### src/verilog/ccrg_pkg.sv
/*
 * ccrg_pkg: constants for the core control register bank
 * (change guard, stack pointer, status flags, pointer pairs).
 * Assumes a byte-wide I/O register port driven by the core.
 */
package ccrg_pkg;
	// ------------------------------------------------------------
	// register offsets
	// ------------------------------------------------------------
	localparam logic [5:0] OFS_GUARD_KEY = 6'h04;
	localparam logic [5:0] OFS_SP_LOW    = 6'h0D;
	localparam logic [5:0] OFS_SP_HIGH   = 6'h0E;
	localparam logic [5:0] OFS_STATUS    = 6'h0F;
	// ------------------------------------------------------------
	// key values and reset values
	// ------------------------------------------------------------
	localparam logic [7:0] KEY_IO_UNLOCK       = 8'hD8;
	localparam logic [7:0] KEY_SELFPROG_UNLOCK = 8'h9D;
	localparam logic [7:0] STATUS_RESET        = 8'h00;
	// top of internal memory, sets stack pointer reset value
	localparam logic [15:0] SRAM_TOP = 16'h3FFF;
	localparam int          SP_BITS  = 14;
	localparam logic [15:0] SP_MASK  = 16'h3FFF;
	// ------------------------------------------------------------
	// status field positions
	// ------------------------------------------------------------
	localparam int BIT_I = 7;
	localparam int BIT_T = 6;
	localparam int BIT_H = 5;
	localparam int BIT_S = 4;
	localparam int BIT_V = 3;
	localparam int BIT_N = 2;
	localparam int BIT_Z = 1;
	localparam int BIT_C = 0;
	// guard window length in executed instructions
	localparam logic [2:0] GUARD_INSNS = 3'h4;
	// pointer pair addressing modes
	typedef enum logic [1:0] {CCRG_PTR_PLAIN, CCRG_PTR_POSTINC, CCRG_PTR_PREDEC, CCRG_PTR_DISP} ccrg_ptr_mode_e;
endpackage : ccrg_pkg

### src/verilog/ccrg_regs.sv
/*
 * ccrg_regs: control register bank of a small core.
 * Holds change guard windows, stack pointer, status flags and the
 * three 16-bit pointer pairs. Assumes the core reports each retired
 * instruction, each memory class access and its ALU flag results.
 */
//
// Contract
// - io key write opens io window
// - selfprog key opens nvm command window
// - io window closes on memory/nvm/sleep
// - selfprog window closes on nvm/sleep
// - open window blocks all interrupt service
// - service resumes when window ends
// - key reads show window status bits
// - stack pointer resets to memory top
// - unused stack pointer bits read zero
// - stack pointer is two byte registers
// - low byte write blocks interrupts briefly
// - bit seven is global interrupt enable
// - entry and return leave enable alone
// - enable change adds one wait cycle; here only a status register write waits, sei/cli change it with no wait
// - transfer bit for bit ops
// - half carry from low nibble
// - overflow flag from arithmetic
// - sign equals negative xor overflow
// - negative zero carry follow result
// - registers 26-31 form three pointers
// - pointers support displacement, increments, program
// - no automatic status save on interrupts
`timescale 1ns/1ps
module ccrg_regs (
	input  wire logic        clock,
	input  wire logic        arst_n,
	input  wire logic        clk_en,
	// i/o register port
	input  wire logic [5:0]  io_addr,
	input  wire logic        io_wr,
	input  wire logic        io_rd,
	input  wire logic [7:0]  io_wdata,
	output logic      [7:0]  io_rdata,
	output logic             io_wait,
	// core event reports
	input  wire logic        insn_retire,
	input  wire logic        mem_write,
	input  wire logic        nvm_access,
	input  wire logic        sleep_exec,
	input  wire logic        nvm_cmd_write,
	// stack adjust from push/pop/call/ret
	input  wire logic        sp_adj,
	input  wire logic [15:0] sp_new,
	// alu flag update
	input  wire logic        alu_upd,
	input  wire logic        alu_arith,
	input  wire logic [7:0]  alu_result,
	input  wire logic        alu_carry,
	input  wire logic        alu_half,
	input  wire logic        alu_ovf,
	input  wire logic        bit_store_op,
	input  wire logic        bit_store_val,
	input  wire logic        sei_op,
	input  wire logic        cli_op,
	// working register writes to r26..r31
	input  wire logic        wreg_wr,
	input  wire logic [4:0]  wreg_idx,
	input  wire logic [7:0]  wreg_data,
	// pointer use by load/store
	input  wire logic        ptr_use,
	input  wire logic [1:0]  ptr_sel,
	input  wire ccrg_pkg::ccrg_ptr_mode_e ptr_mode,
	input  wire logic [5:0]  ptr_disp,
	input  wire logic        irq_pending,
	output logic      [15:0] ptr_addr,
	output logic      [15:0] prog_addr,
	output logic             nvm_cmd_allow,
	output logic             irq_take_ok,
	output logic             transfer_bit,
	output logic      [15:0] stack_pointer,
	output logic      [7:0]  status_flags
);
	// ------------------------------------------------------------
	// local state
	// ------------------------------------------------------------
	logic [2:0]  io_cnt_r;
	logic [2:0]  spm_cnt_r;
	logic [2:0]  spl_cnt_r;
	logic [15:0] sp_r;
	logic [7:0]  sr_r;
	logic [7:0]  ptr_r [0:5];
	logic        wait_r;
	logic        key_wr;
	logic        spl_wr;
	logic        sph_wr;
	logic        sr_wr;
	logic        io_open;
	logic        spm_open;
	logic [15:0] ptr_cur;
	logic [15:0] ptr_upd;
	logic [7:0]  rd_mux;

	// access decode
	always_comb begin
		key_wr = io_wr && (io_addr == ccrg_pkg::OFS_GUARD_KEY);
		spl_wr = io_wr && (io_addr == ccrg_pkg::OFS_SP_LOW);
		sph_wr = io_wr && (io_addr == ccrg_pkg::OFS_SP_HIGH);
		sr_wr  = io_wr && (io_addr == ccrg_pkg::OFS_STATUS);
		io_open  = (io_cnt_r != 3'h0);
		spm_open = (spm_cnt_r != 3'h0);
	end

	// ------------------------------------------------------------
	// change guard windows
	// ------------------------------------------------------------
	// io window open
	always_ff @(posedge clock or negedge arst_n) begin
		if (!arst_n) begin
			io_cnt_r <= 3'h0;
		end else if (clk_en) begin
			if (key_wr && io_wdata == ccrg_pkg::KEY_IO_UNLOCK) begin
				io_cnt_r <= ccrg_pkg::GUARD_INSNS;
			// the protected write itself is a memory write and ends it
			end else if ((mem_write && !key_wr) || nvm_access || sleep_exec) begin
				io_cnt_r <= 3'h0;
			end else if (insn_retire && io_open) begin
				io_cnt_r <= io_cnt_r - 3'h1;
			end
		end
	end

	always_ff @(posedge clock or negedge arst_n) begin
		if (!arst_n) begin
			spm_cnt_r <= 3'h0;
		end else if (clk_en) begin
			if (key_wr && io_wdata == ccrg_pkg::KEY_SELFPROG_UNLOCK) begin
				spm_cnt_r <= ccrg_pkg::GUARD_INSNS;
			end else if (nvm_access || sleep_exec) begin
				spm_cnt_r <= 3'h0;
			end else if (insn_retire && spm_open) begin
				spm_cnt_r <= spm_cnt_r - 3'h1;
			end
		end
	end

	// stack low write hold-off, ended by next i/o write
	always_ff @(posedge clock or negedge arst_n) begin
		if (!arst_n) begin
			spl_cnt_r <= 3'h0;
		end else if (clk_en) begin
			if (spl_wr) begin
				spl_cnt_r <= ccrg_pkg::GUARD_INSNS;
			end else if (io_wr) begin
				spl_cnt_r <= 3'h0;
			end else if (insn_retire && spl_cnt_r != 3'h0) begin
				spl_cnt_r <= spl_cnt_r - 3'h1;
			end
		end
	end

	// ------------------------------------------------------------
	// stack pointer
	// ------------------------------------------------------------
	// reset to top
	always_ff @(posedge clock or negedge arst_n) begin
		if (!arst_n) begin
			sp_r <= ccrg_pkg::SRAM_TOP;
		end else if (clk_en) begin
			if (spl_wr) begin
				sp_r <= {sp_r[15:8], io_wdata} & ccrg_pkg::SP_MASK;
			end else if (sph_wr) begin
				sp_r <= {io_wdata, sp_r[7:0]} & ccrg_pkg::SP_MASK;
			end else if (sp_adj) begin
				sp_r <= sp_new & ccrg_pkg::SP_MASK;
			end
		end
	end

	// ------------------------------------------------------------
	// status flags
	// ------------------------------------------------------------
	// nothing here reacts to interrupt entry or return
	always_ff @(posedge clock or negedge arst_n) begin
		if (!arst_n) begin
			sr_r <= ccrg_pkg::STATUS_RESET;
		end else if (clk_en) begin
			if (sr_wr) begin
				sr_r <= io_wdata;
				sr_r[ccrg_pkg::BIT_S] <= io_wdata[ccrg_pkg::BIT_N] ^ io_wdata[ccrg_pkg::BIT_V];
			end else begin
				if (sei_op) begin
					sr_r[ccrg_pkg::BIT_I] <= 1'b1;
				end else if (cli_op) begin
					sr_r[ccrg_pkg::BIT_I] <= 1'b0;
				end
				if (bit_store_op) begin
					sr_r[ccrg_pkg::BIT_T] <= bit_store_val;
				end
				if (alu_upd) begin
					sr_r[ccrg_pkg::BIT_N] <= alu_result[7];
					sr_r[ccrg_pkg::BIT_Z] <= (alu_result == 8'h00);
					sr_r[ccrg_pkg::BIT_C] <= alu_carry;
					sr_r[ccrg_pkg::BIT_H] <= alu_arith ? alu_half : sr_r[ccrg_pkg::BIT_H];
					sr_r[ccrg_pkg::BIT_V] <= alu_arith & alu_ovf;
					sr_r[ccrg_pkg::BIT_S] <= alu_result[7] ^ (alu_arith & alu_ovf);
				end
			end
		end
	end

	always_ff @(posedge clock or negedge arst_n) begin
		if (!arst_n) begin
			wait_r <= 1'b0;
		end else if (clk_en) begin
			wait_r <= sr_wr && !wait_r && (io_wdata[ccrg_pkg::BIT_I] != sr_r[ccrg_pkg::BIT_I]);
		end
	end

	// ------------------------------------------------------------
	// pointer pairs r26..r31
	// ------------------------------------------------------------
	// low register is low byte
	always_comb begin
		ptr_cur = {ptr_r[{ptr_sel, 1'b1}], ptr_r[{ptr_sel, 1'b0}]};
		case (ptr_mode)
			ccrg_pkg::CCRG_PTR_POSTINC: ptr_upd = ptr_cur + 16'h0001;
			ccrg_pkg::CCRG_PTR_PREDEC:  ptr_upd = ptr_cur - 16'h0001;
			default:                    ptr_upd = ptr_cur;
		endcase
	end

	// one register per entry; writeback of modified pointer
	genvar gi;
	generate
		for (gi = 0; gi < 6; gi++) begin : g_ptr
			always_ff @(posedge clock or negedge arst_n) begin
				if (!arst_n) begin
					ptr_r[gi] <= 8'h00;
				end else if (clk_en) begin
					if (wreg_wr && wreg_idx == 5'(26 + gi)) begin
						ptr_r[gi] <= wreg_data;
					end else if (ptr_use && ({ptr_sel, 1'b0} == 3'(gi & 6))
							&& (ptr_mode == ccrg_pkg::CCRG_PTR_POSTINC
							|| ptr_mode == ccrg_pkg::CCRG_PTR_PREDEC)) begin
						ptr_r[gi] <= (gi % 2 == 1) ? ptr_upd[15:8] : ptr_upd[7:0];
					end
				end
			end
		end
	endgenerate

	// ------------------------------------------------------------
	// read mux and outputs
	// ------------------------------------------------------------
	// key register read
	always_comb begin
		if (io_addr == ccrg_pkg::OFS_GUARD_KEY) begin
			rd_mux = {6'h00, spm_open, io_open};
		end else if (io_addr == ccrg_pkg::OFS_SP_LOW) begin
			rd_mux = sp_r[7:0];
		end else if (io_addr == ccrg_pkg::OFS_SP_HIGH) begin
			rd_mux = sp_r[15:8];
		end else if (io_addr == ccrg_pkg::OFS_STATUS) begin
			rd_mux = sr_r;
		end else begin
			rd_mux = 8'h00;
		end
	end

	// registered outputs; one cycle behind the state they show
	always_ff @(posedge clock or negedge arst_n) begin
		if (!arst_n) begin
			io_rdata      <= 8'h00;
			io_wait       <= 1'b0;
			ptr_addr      <= 16'h0000;
			prog_addr     <= 16'h0000;
			nvm_cmd_allow <= 1'b0;
			irq_take_ok   <= 1'b0;
			transfer_bit  <= 1'b0;
			stack_pointer <= ccrg_pkg::SRAM_TOP;
			status_flags  <= ccrg_pkg::STATUS_RESET;
		end else if (clk_en) begin
			io_rdata      <= io_rd ? rd_mux : 8'h00;
			io_wait       <= sr_wr && !wait_r && (io_wdata[ccrg_pkg::BIT_I] != sr_r[ccrg_pkg::BIT_I]);
			// displacement form and program memory via third pair
			ptr_addr      <= (ptr_mode == ccrg_pkg::CCRG_PTR_DISP) ? ptr_cur + {10'h000, ptr_disp}
				: (ptr_mode == ccrg_pkg::CCRG_PTR_PREDEC) ? ptr_upd : ptr_cur;
			prog_addr     <= {ptr_r[5], ptr_r[4]};
			nvm_cmd_allow <= spm_open && !nvm_cmd_write;
			irq_take_ok   <= irq_pending && sr_r[ccrg_pkg::BIT_I] && !io_open && !spm_open
				&& (spl_cnt_r == 3'h0);
			transfer_bit  <= sr_r[ccrg_pkg::BIT_T];
			stack_pointer <= sp_r;
			status_flags  <= sr_r;
		end
	end
endmodule : ccrg_regs

### config.mk
export PLATFORM = sky130hd
export DESIGN_NAME = ccrg_regs
export DESIGN_NICKNAME = d
export VERILOG_FILES = /design/src/verilog/ccrg_pkg.sv /design/src/verilog/ccrg_regs.sv
export SDC_FILE = /design/constraint.sdc
export NUM_CORES = 1
export LEC_CHECK = 0
export ABC_AREA = 1
export BUFFER_PORTS_ARGS = -buffer_cell sky130_fd_sc_hd__clkbuf_2
export CAP_MARGIN = 20
export CELL_PAD_IN_SITES_DETAIL_PLACEMENT = 0
export CELL_PAD_IN_SITES_GLOBAL_PLACEMENT = 2
export CORE_MARGIN = 2
export CORE_UTILIZATION = 29
export DETAILED_ROUTE_END_ITERATION = 10
export HOLD_SLACK_MARGIN = 0.03
export PLACE_DENSITY_LB_ADDON = 0.1
export SYNTH_ARGS = -nofsm -noshare
export SYNTH_HDL_FRONTEND = slang
export SYNTH_SLANG_ARGS = --single-unit
export TNS_END_PERCENT = 10
### constraint.sdc
create_clock -name clock -period 2.4 [get_ports clock]
set_input_delay 0.6 -clock clock [delete_from_list [all_inputs] [get_ports clock]]
set_output_delay 0.6 -clock clock [all_outputs]
set_load 0.05 [all_outputs]
Word-level counts from Yosys, hierarchy flattened

Index checks and enable logic that the tools add are counted.

Bitwise gates (word level): 6
$lt $le $gt $ge: 2
$add $sub $neg: 6
Equal/unequal tests: 19
Reductions and logical operators: 76
Muxes and demuxes: 44

Operators by type and width:

| operator                                                 | count |
|---|---|
| two-way mux 8 bit                                        | 22 |
| two-way mux 16 bit                                       | 5 |
| binary-select mux 8 bit (select 3 bit)                   | 2 |
| case mux 16 bit (2 select lines)                         | 1 |
| equality test 5 bit, second input constant               | 6 |
| logical AND 1 bit                                        | 29 |
| two-way mux 3 bit                                        | 9 |
| AND reduction 2 bit                                      | 13 |
| nonzero test 3 bit                                       | 8 |
| nonzero test 2 bit                                       | 11 |
| equality test 6 x 4 -> 1 bit, second input constant      | 3 |
| adder 16 x 1 -> 16 bit, second input constant            | 1 |
| adder 16 x 6 -> 16 bit                                   | 1 |
| equality test 8 bit, second input constant               | 2 |
| subtractor 16 x 1 -> 16 bit, second input constant       | 1 |
| AND reduction 3 bit                                      | 3 |
| subtractor 3 x 1 -> 3 bit, second input constant         | 3 |
| greater-or-equal comparator 4 bit, second input constant | 2 |
| zero test 8 bit                                          | 1 |
| inverter 3 -> 4 bit                                      | 2 |
| equality test 2 bit, second input constant               | 3 |
| equality test 6 x 3 -> 1 bit, second input constant      | 1 |
| two-way mux 6 bit                                        | 1 |
| zero test 1 bit                                          | 5 |
| other kinds (10)                                         | 18 |

Flip-flop bits (word level): 149
Input bits: 84
Output and inout port bits: 68

Depth between registers and ports, before layout

Depth after elaboration: 8
Mapped depth: 23
Gate-level depth less buffers: 22

Least setup slack after synthesis

No wires, ideal clock.

Path type: input to register
From: input ptr_sel[1]
To: register ptr_r[22] in the netlist's numbering
Stages: 20
Path buffers: 1
Required time: 2.277 ns
Setup slack: -0.596 ns
Arrival time: 2.873 ns
Cell sequence: inv_2 nand2_2 clkinv_2 buf_6 a22oi_1 o21a_1 inv_1 fa_1 nand3_1 nand2_1 a21boi_0 o21ai_0 nand2_1 nand2_1 nand2_1 nand2_1 nand2_1 nand2_1 o21ai_0 nand2_1

Longest elaborated chain between the ends: 8

RTL lines:

| element                                                               | RTL line                           | source |
|---|---|---|
| start: declaration                                                    | ccrg_regs.sv:69                    | `input wire logic [1:0] ptr_sel,` |
| inverter 3 -> 4 bit (not written as such)                             | ccrg_regs.sv:222                   | `ptr_cur = {ptr_r[{ptr_sel, 1'b1}], ptr_r[{ptr_sel, 1'b0}]};` |
| binary-select mux 8 bit (select 3 bit)                                | ccrg_regs.sv:222                   |  |
| two-way mux 8 bit (not written as such) (2 in a row)                  | ccrg_regs.sv:222                   |  |
| subtractor 16 x 1 -> 16 bit or adder 16 x 1 -> 16 bit (tied branches) | ccrg_regs.sv:225, ccrg_regs.sv:224 |  |
| case mux 16 bit (2 select lines)                                      | ccrg_regs.sv:223                   | `case (ptr_mode)` |
| two-way mux 8 bit                                                     | ccrg_regs.sv:240                   | `end else if (ptr_use && ({ptr_sel, 1'b0} == 3'(gi & 6))` |
| two-way mux 8 bit                                                     | ccrg_regs.sv:238                   | `if (wreg_wr && wreg_idx == 5'(26 + gi)) begin` |
| end signal: indexed assignment                                        | ccrg_regs.sv:239                   | `ptr_r[gi] <= wreg_data;` |
| end signal: indexed assignment                                        | ccrg_regs.sv:243                   | `ptr_r[gi] <= (gi % 2 == 1) ? ptr_upd[15:8] : ptr_upd[7:0];` |
| end: declaration                                                      | ccrg_regs.sv:89                    | `logic [7:0] ptr_r [0:5];` |

Parallel ways exist; a longest one is shown, timed or not. The select of a mux whose other input is x is not followed.
A chain may end at the register's enable or synchronous reset.

Final worst setup path

From: input ptr_sel[1]
To: register ptr_r[4] in the netlist's numbering

The elaborated chain is that of the path after synthesis.

==> impl_metrics.csv <==
group,metric,value,unit
sta,hold_ws,0.122,ns
synthesis,ys_types,51,
synthesis,synth-main-ff-cell,"dfrtp_1",
cts,path_clk_slew,0.07,ns
placement,dp_hpwl,26200,µm
placement,place_area,11300,µm²
finish,nets,1605,
synthesis,syn_area,8710,µm²
run,drv_cap,0,
finish,final_cell_area,12800,µm²
critical_path,crit_chain,"clkbuf_16 -> inv_12 -> nand2_8 -> inv_8 -> buf_6 -> buf_12 -> a22oi_2 -> o21ai_4 -> ha_4 -> buf_6 -> a21o_1 -> a31oi_2 -> nand3_2 -> xor2_1 -> nand2_1 -> nand2_2 -> buf_6 -> o21ai_1 -> o21ai_0",
critical_path,r2r-end,"ptr_r[2]$_DFFE_PN0P_",
cts,cts_made_buffers,17,
critical_path,r2r_cells,14,
outcome,failed_checks,"setup timing",
floorplan,ios,152,
finish,drive_gt1_share,38.3,%
power_and_ir_drop,ir_drop,0.000383,V
placement,portBuffers,147,
critical_path,r2r_slack,-0.11,ns
critical_path,startpoint_type,"primary input",
global_routing,grt-ovfl-total,0,
finish,n_antenna_cell,0,
power_and_ir_drop,p_leak,6.31,nW
synthesis,synth_seq_cells,144,
routing,wirelength,33900,µm
global_routing,grt_max_degree,64,
sta,rsz0062_at_grt,"yes",
finish,syn_to_final_growth,47.5,%
critical_path,crit_top_cell,"buf_6",
critical_path,cp_max_fo,6,
floorplan,dieHeight,177,µm
routing,wl_per_cell,17.9,µm
routing,drt-initial-drc-count,528,
routing,ant_nets,0,
critical_path,r2r_start,"ptr_r[8]$_DFFE_PN0P_",
sta,fin_crit_sh,106,%
synthesis,syn_inst,1167,
global_routing,first_global_vias,8913,
power_and_ir_drop,p_per_area,828,nW/µm²
cts,cts_tree,"yes",
critical_path,crit_type,"primary input to flop",
routing,viasPerCell,4.79,
sta,timing.final.ws_setup,-0.151,ns
sta,final-hold-violation-count,0,
global_routing,antenna_found_initial,0,
global_routing,grtUsageTotal,22.1,%
cts,htreeDepth,4,
floorplan,fp.dieW,177,µm
sta,maxSlewHeadroom,57.6,%
floorplan,rows,63,
floorplan,start_util,29.4,%
sta,fmax,392,MHz
synthesis,syn_area_per_cell,7.46,µm²
sta,tightestPinTransition,0.635,ns
placement,gp_congestion,0.884,
sta,fin_skew,0.0149,ns
routing,vias,9055,
placement,dp.cells,1844,
global_routing,grt_first_pass_wirelength,52300,µm
synthesis,ys_seq_area_share,41.8,%
critical_path,worstPathRequired,2.72,ns
sta,period_needed,2.55,ns
cts,clockBufferDepth,2,
power_and_ir_drop,fin_total_pwr,0.0106,W
sta,slew_viol_final,0,
critical_path,critPathCaptureType,"flop",
floorplan,core,29600,µm²
finish,stdcell_count,1892,
min_path,hp-class,"primary input to asynchronous set/reset pin",
cts,clkLatencyLatePin,0.44,ns
cts,clock_sinks,144,
floorplan,design.die.area,31400,µm²
sta,setup_viol,29,
sta,tns,-2.83,ns
cts,clockRootBuffer,"clkbuf_16",
critical_path,cpMaxStageDelayCell,"ha_4",
synthesis,async_flop_share,100,%
routing,drc,0,
critical_path,arrival,2.87,ns
outcome,outcome,"finished, violations left",
critical_path,crit_path_max_incr_delay,0.22,ns
synthesis,synth_edf_count,0,
synthesis,synth_warnings,0,
routing,first_pass_iters,7,
-- sequential cells by signal (all words and copies together), names as in the netlist --
signal / cells
sp_r: 14
wait_r: 1
prog_addr: 16
sr_r: 8
status_flags: 8
irq_take_ok: 1
nvm_cmd_allow: 1
io_rdata: 8
io_cnt_r: 3
spm_cnt_r: 3
stack_pointer: 14
spl_cnt_r: 3
ptr_r: 48
ptr_addr: 16
-- metal layers --
layer	up-vias	global-route usage, %	wire length [µm]
met5	-	0	0
met2	248	36.0	15700
met4	0	7.75	999
li1	4521	-	-
met3	48	3.01	1610
met1	4238	30.2	15500
-- metrics by stage --
step	util, %	worst slack, ns
after floorplan	-	-0.319
after global placement	38.2	-1.07
after detailed placement	38.2	-1.08
after CTS	42.4	-0.163
after global routing	43.3	-0.251
final	43.3	-0.151
-- repair_timing --
item                                    in CTS  in global routing
hold buffers                                 0                  0
resized for setup                          152                 77
endpoints found under the setup margin      58                 56
hold endpoints to repair                     0                  0
setup buffers                               13                  4
pin swaps                                   43                 44
-- worst max path at each step --
| stage | cells past startpoint | startpoint | endpoint |
|---|---|---|---|
| CTS | 22 | ptr_sel[1] | ptr_r[22]$_DFFE_PN0P_ |
| global placement | 18 | ptr_sel[1] | ptr_addr[13]$_DFFE_PN0P_ |
| global route | 17 | ptr_sel[0] | ptr_addr[8]$_DFFE_PN0P_ |
| floorplan | 19 | ptr_sel[1] | ptr_addr[12]$_DFFE_PN0P_ |
| detailed placement | 16 | ptr_sel[1] | ptr_r[13]$_DFFE_PN0P_ |
| finish | 19 | ptr_sel[1] | ptr_r[4]$_DFFE_PN0P_ |
-- layout make-up --
class	count	area, µm²
clock buffer	20	468
clock inverter	12	118
fill	3150	16800
inverter	138	547
multi-input combinational	839	5110
sequential	144	3640
tap	390	488
timing repair buffer	349	2460
-- synthesized netlist by cell type, types with 4 or more instances --
library cell | n | share of area [%]
a31oi_1 | 11 | 0.79
o22ai_1 | 8 | 0.57
nand2_1 | 288 | 12
buf_4 | 4 | 0.34
nand2_2 | 5 | 0.36
nor2_1 | 68 | 2.9
xnor2_1 | 4 | 0.40
a21oi_2 | 4 | 0.40
dfrtp_1 | 116 | 33
nor3_1 | 6 | 0.34
a22oi_1 | 6 | 0.52
clkbuf_1 | 31 | 1.3
xor2_1 | 9 | 0.91
o21ai_0 | 185 | 11
o211ai_1 | 10 | 0.86
nand3_1 | 41 | 2.4
o21ai_1 | 9 | 0.52
a21oi_1 | 100 | 5.7
o21a_1 | 5 | 0.43
nor4_1 | 4 | 0.29
buf_2 | 8 | 0.46
dfstp_2 | 28 | 8.5
inv_1 | 130 | 5.6
ha_1 | 30 | 4.3
inv_2 | 4 | 0.17
nor2_2 | 4 | 0.29
-- layout by cell type, fill, tap and decap left out, drive strengths merged, types with 9 or more instances in the layout --
master,Yosys,layout
dfrtp,116,116
nand2,293,293
o21ai,200,200
a21oi,104,104
nor2,75,75
ha,30,30
dfstp,28,28
clkbuf,31,166
o211ai,12,12
a31oi,11,11
nand3,43,43
xor2,9,9
buf,16,203
inv,134,144
-- where the power goes --
part           switching, W  total, W  internal (W)
clock network       0.00118   0.00273       0.00154
registers          0.000351   0.00335       0.00300
logic               0.00277   0.00455       0.00177
total               0.00431    0.0106       0.00632
-- critical path, delay by kind of cell --
| kind | cells | cell delay [ns] |
|---|---|---|
| adders and majority gates | 1 | 0.22 |
| xor gates and xnor gates | 1 | 0.17 |
| AOI/OAI and AO/OA | 6 | 0.81 |
| buffers and inverters | 7 | 0.71 |
| and+or+nand+nor | 4 | 0.35 |
-- cell families after synthesis --
group / Yosys count / share of synthesized area, %
compound gates: 364 / 23.4
xor+xnor: 13 / 1.31
fa+ha+maj: 32 / 4.77
buf+inv: 185 / 8.47
flops: 144 / 41.8
other cells: 1 / 0.0431
simple gates: 428 / 20.2
No activity file was read; power rests on OpenSTA's default activity.
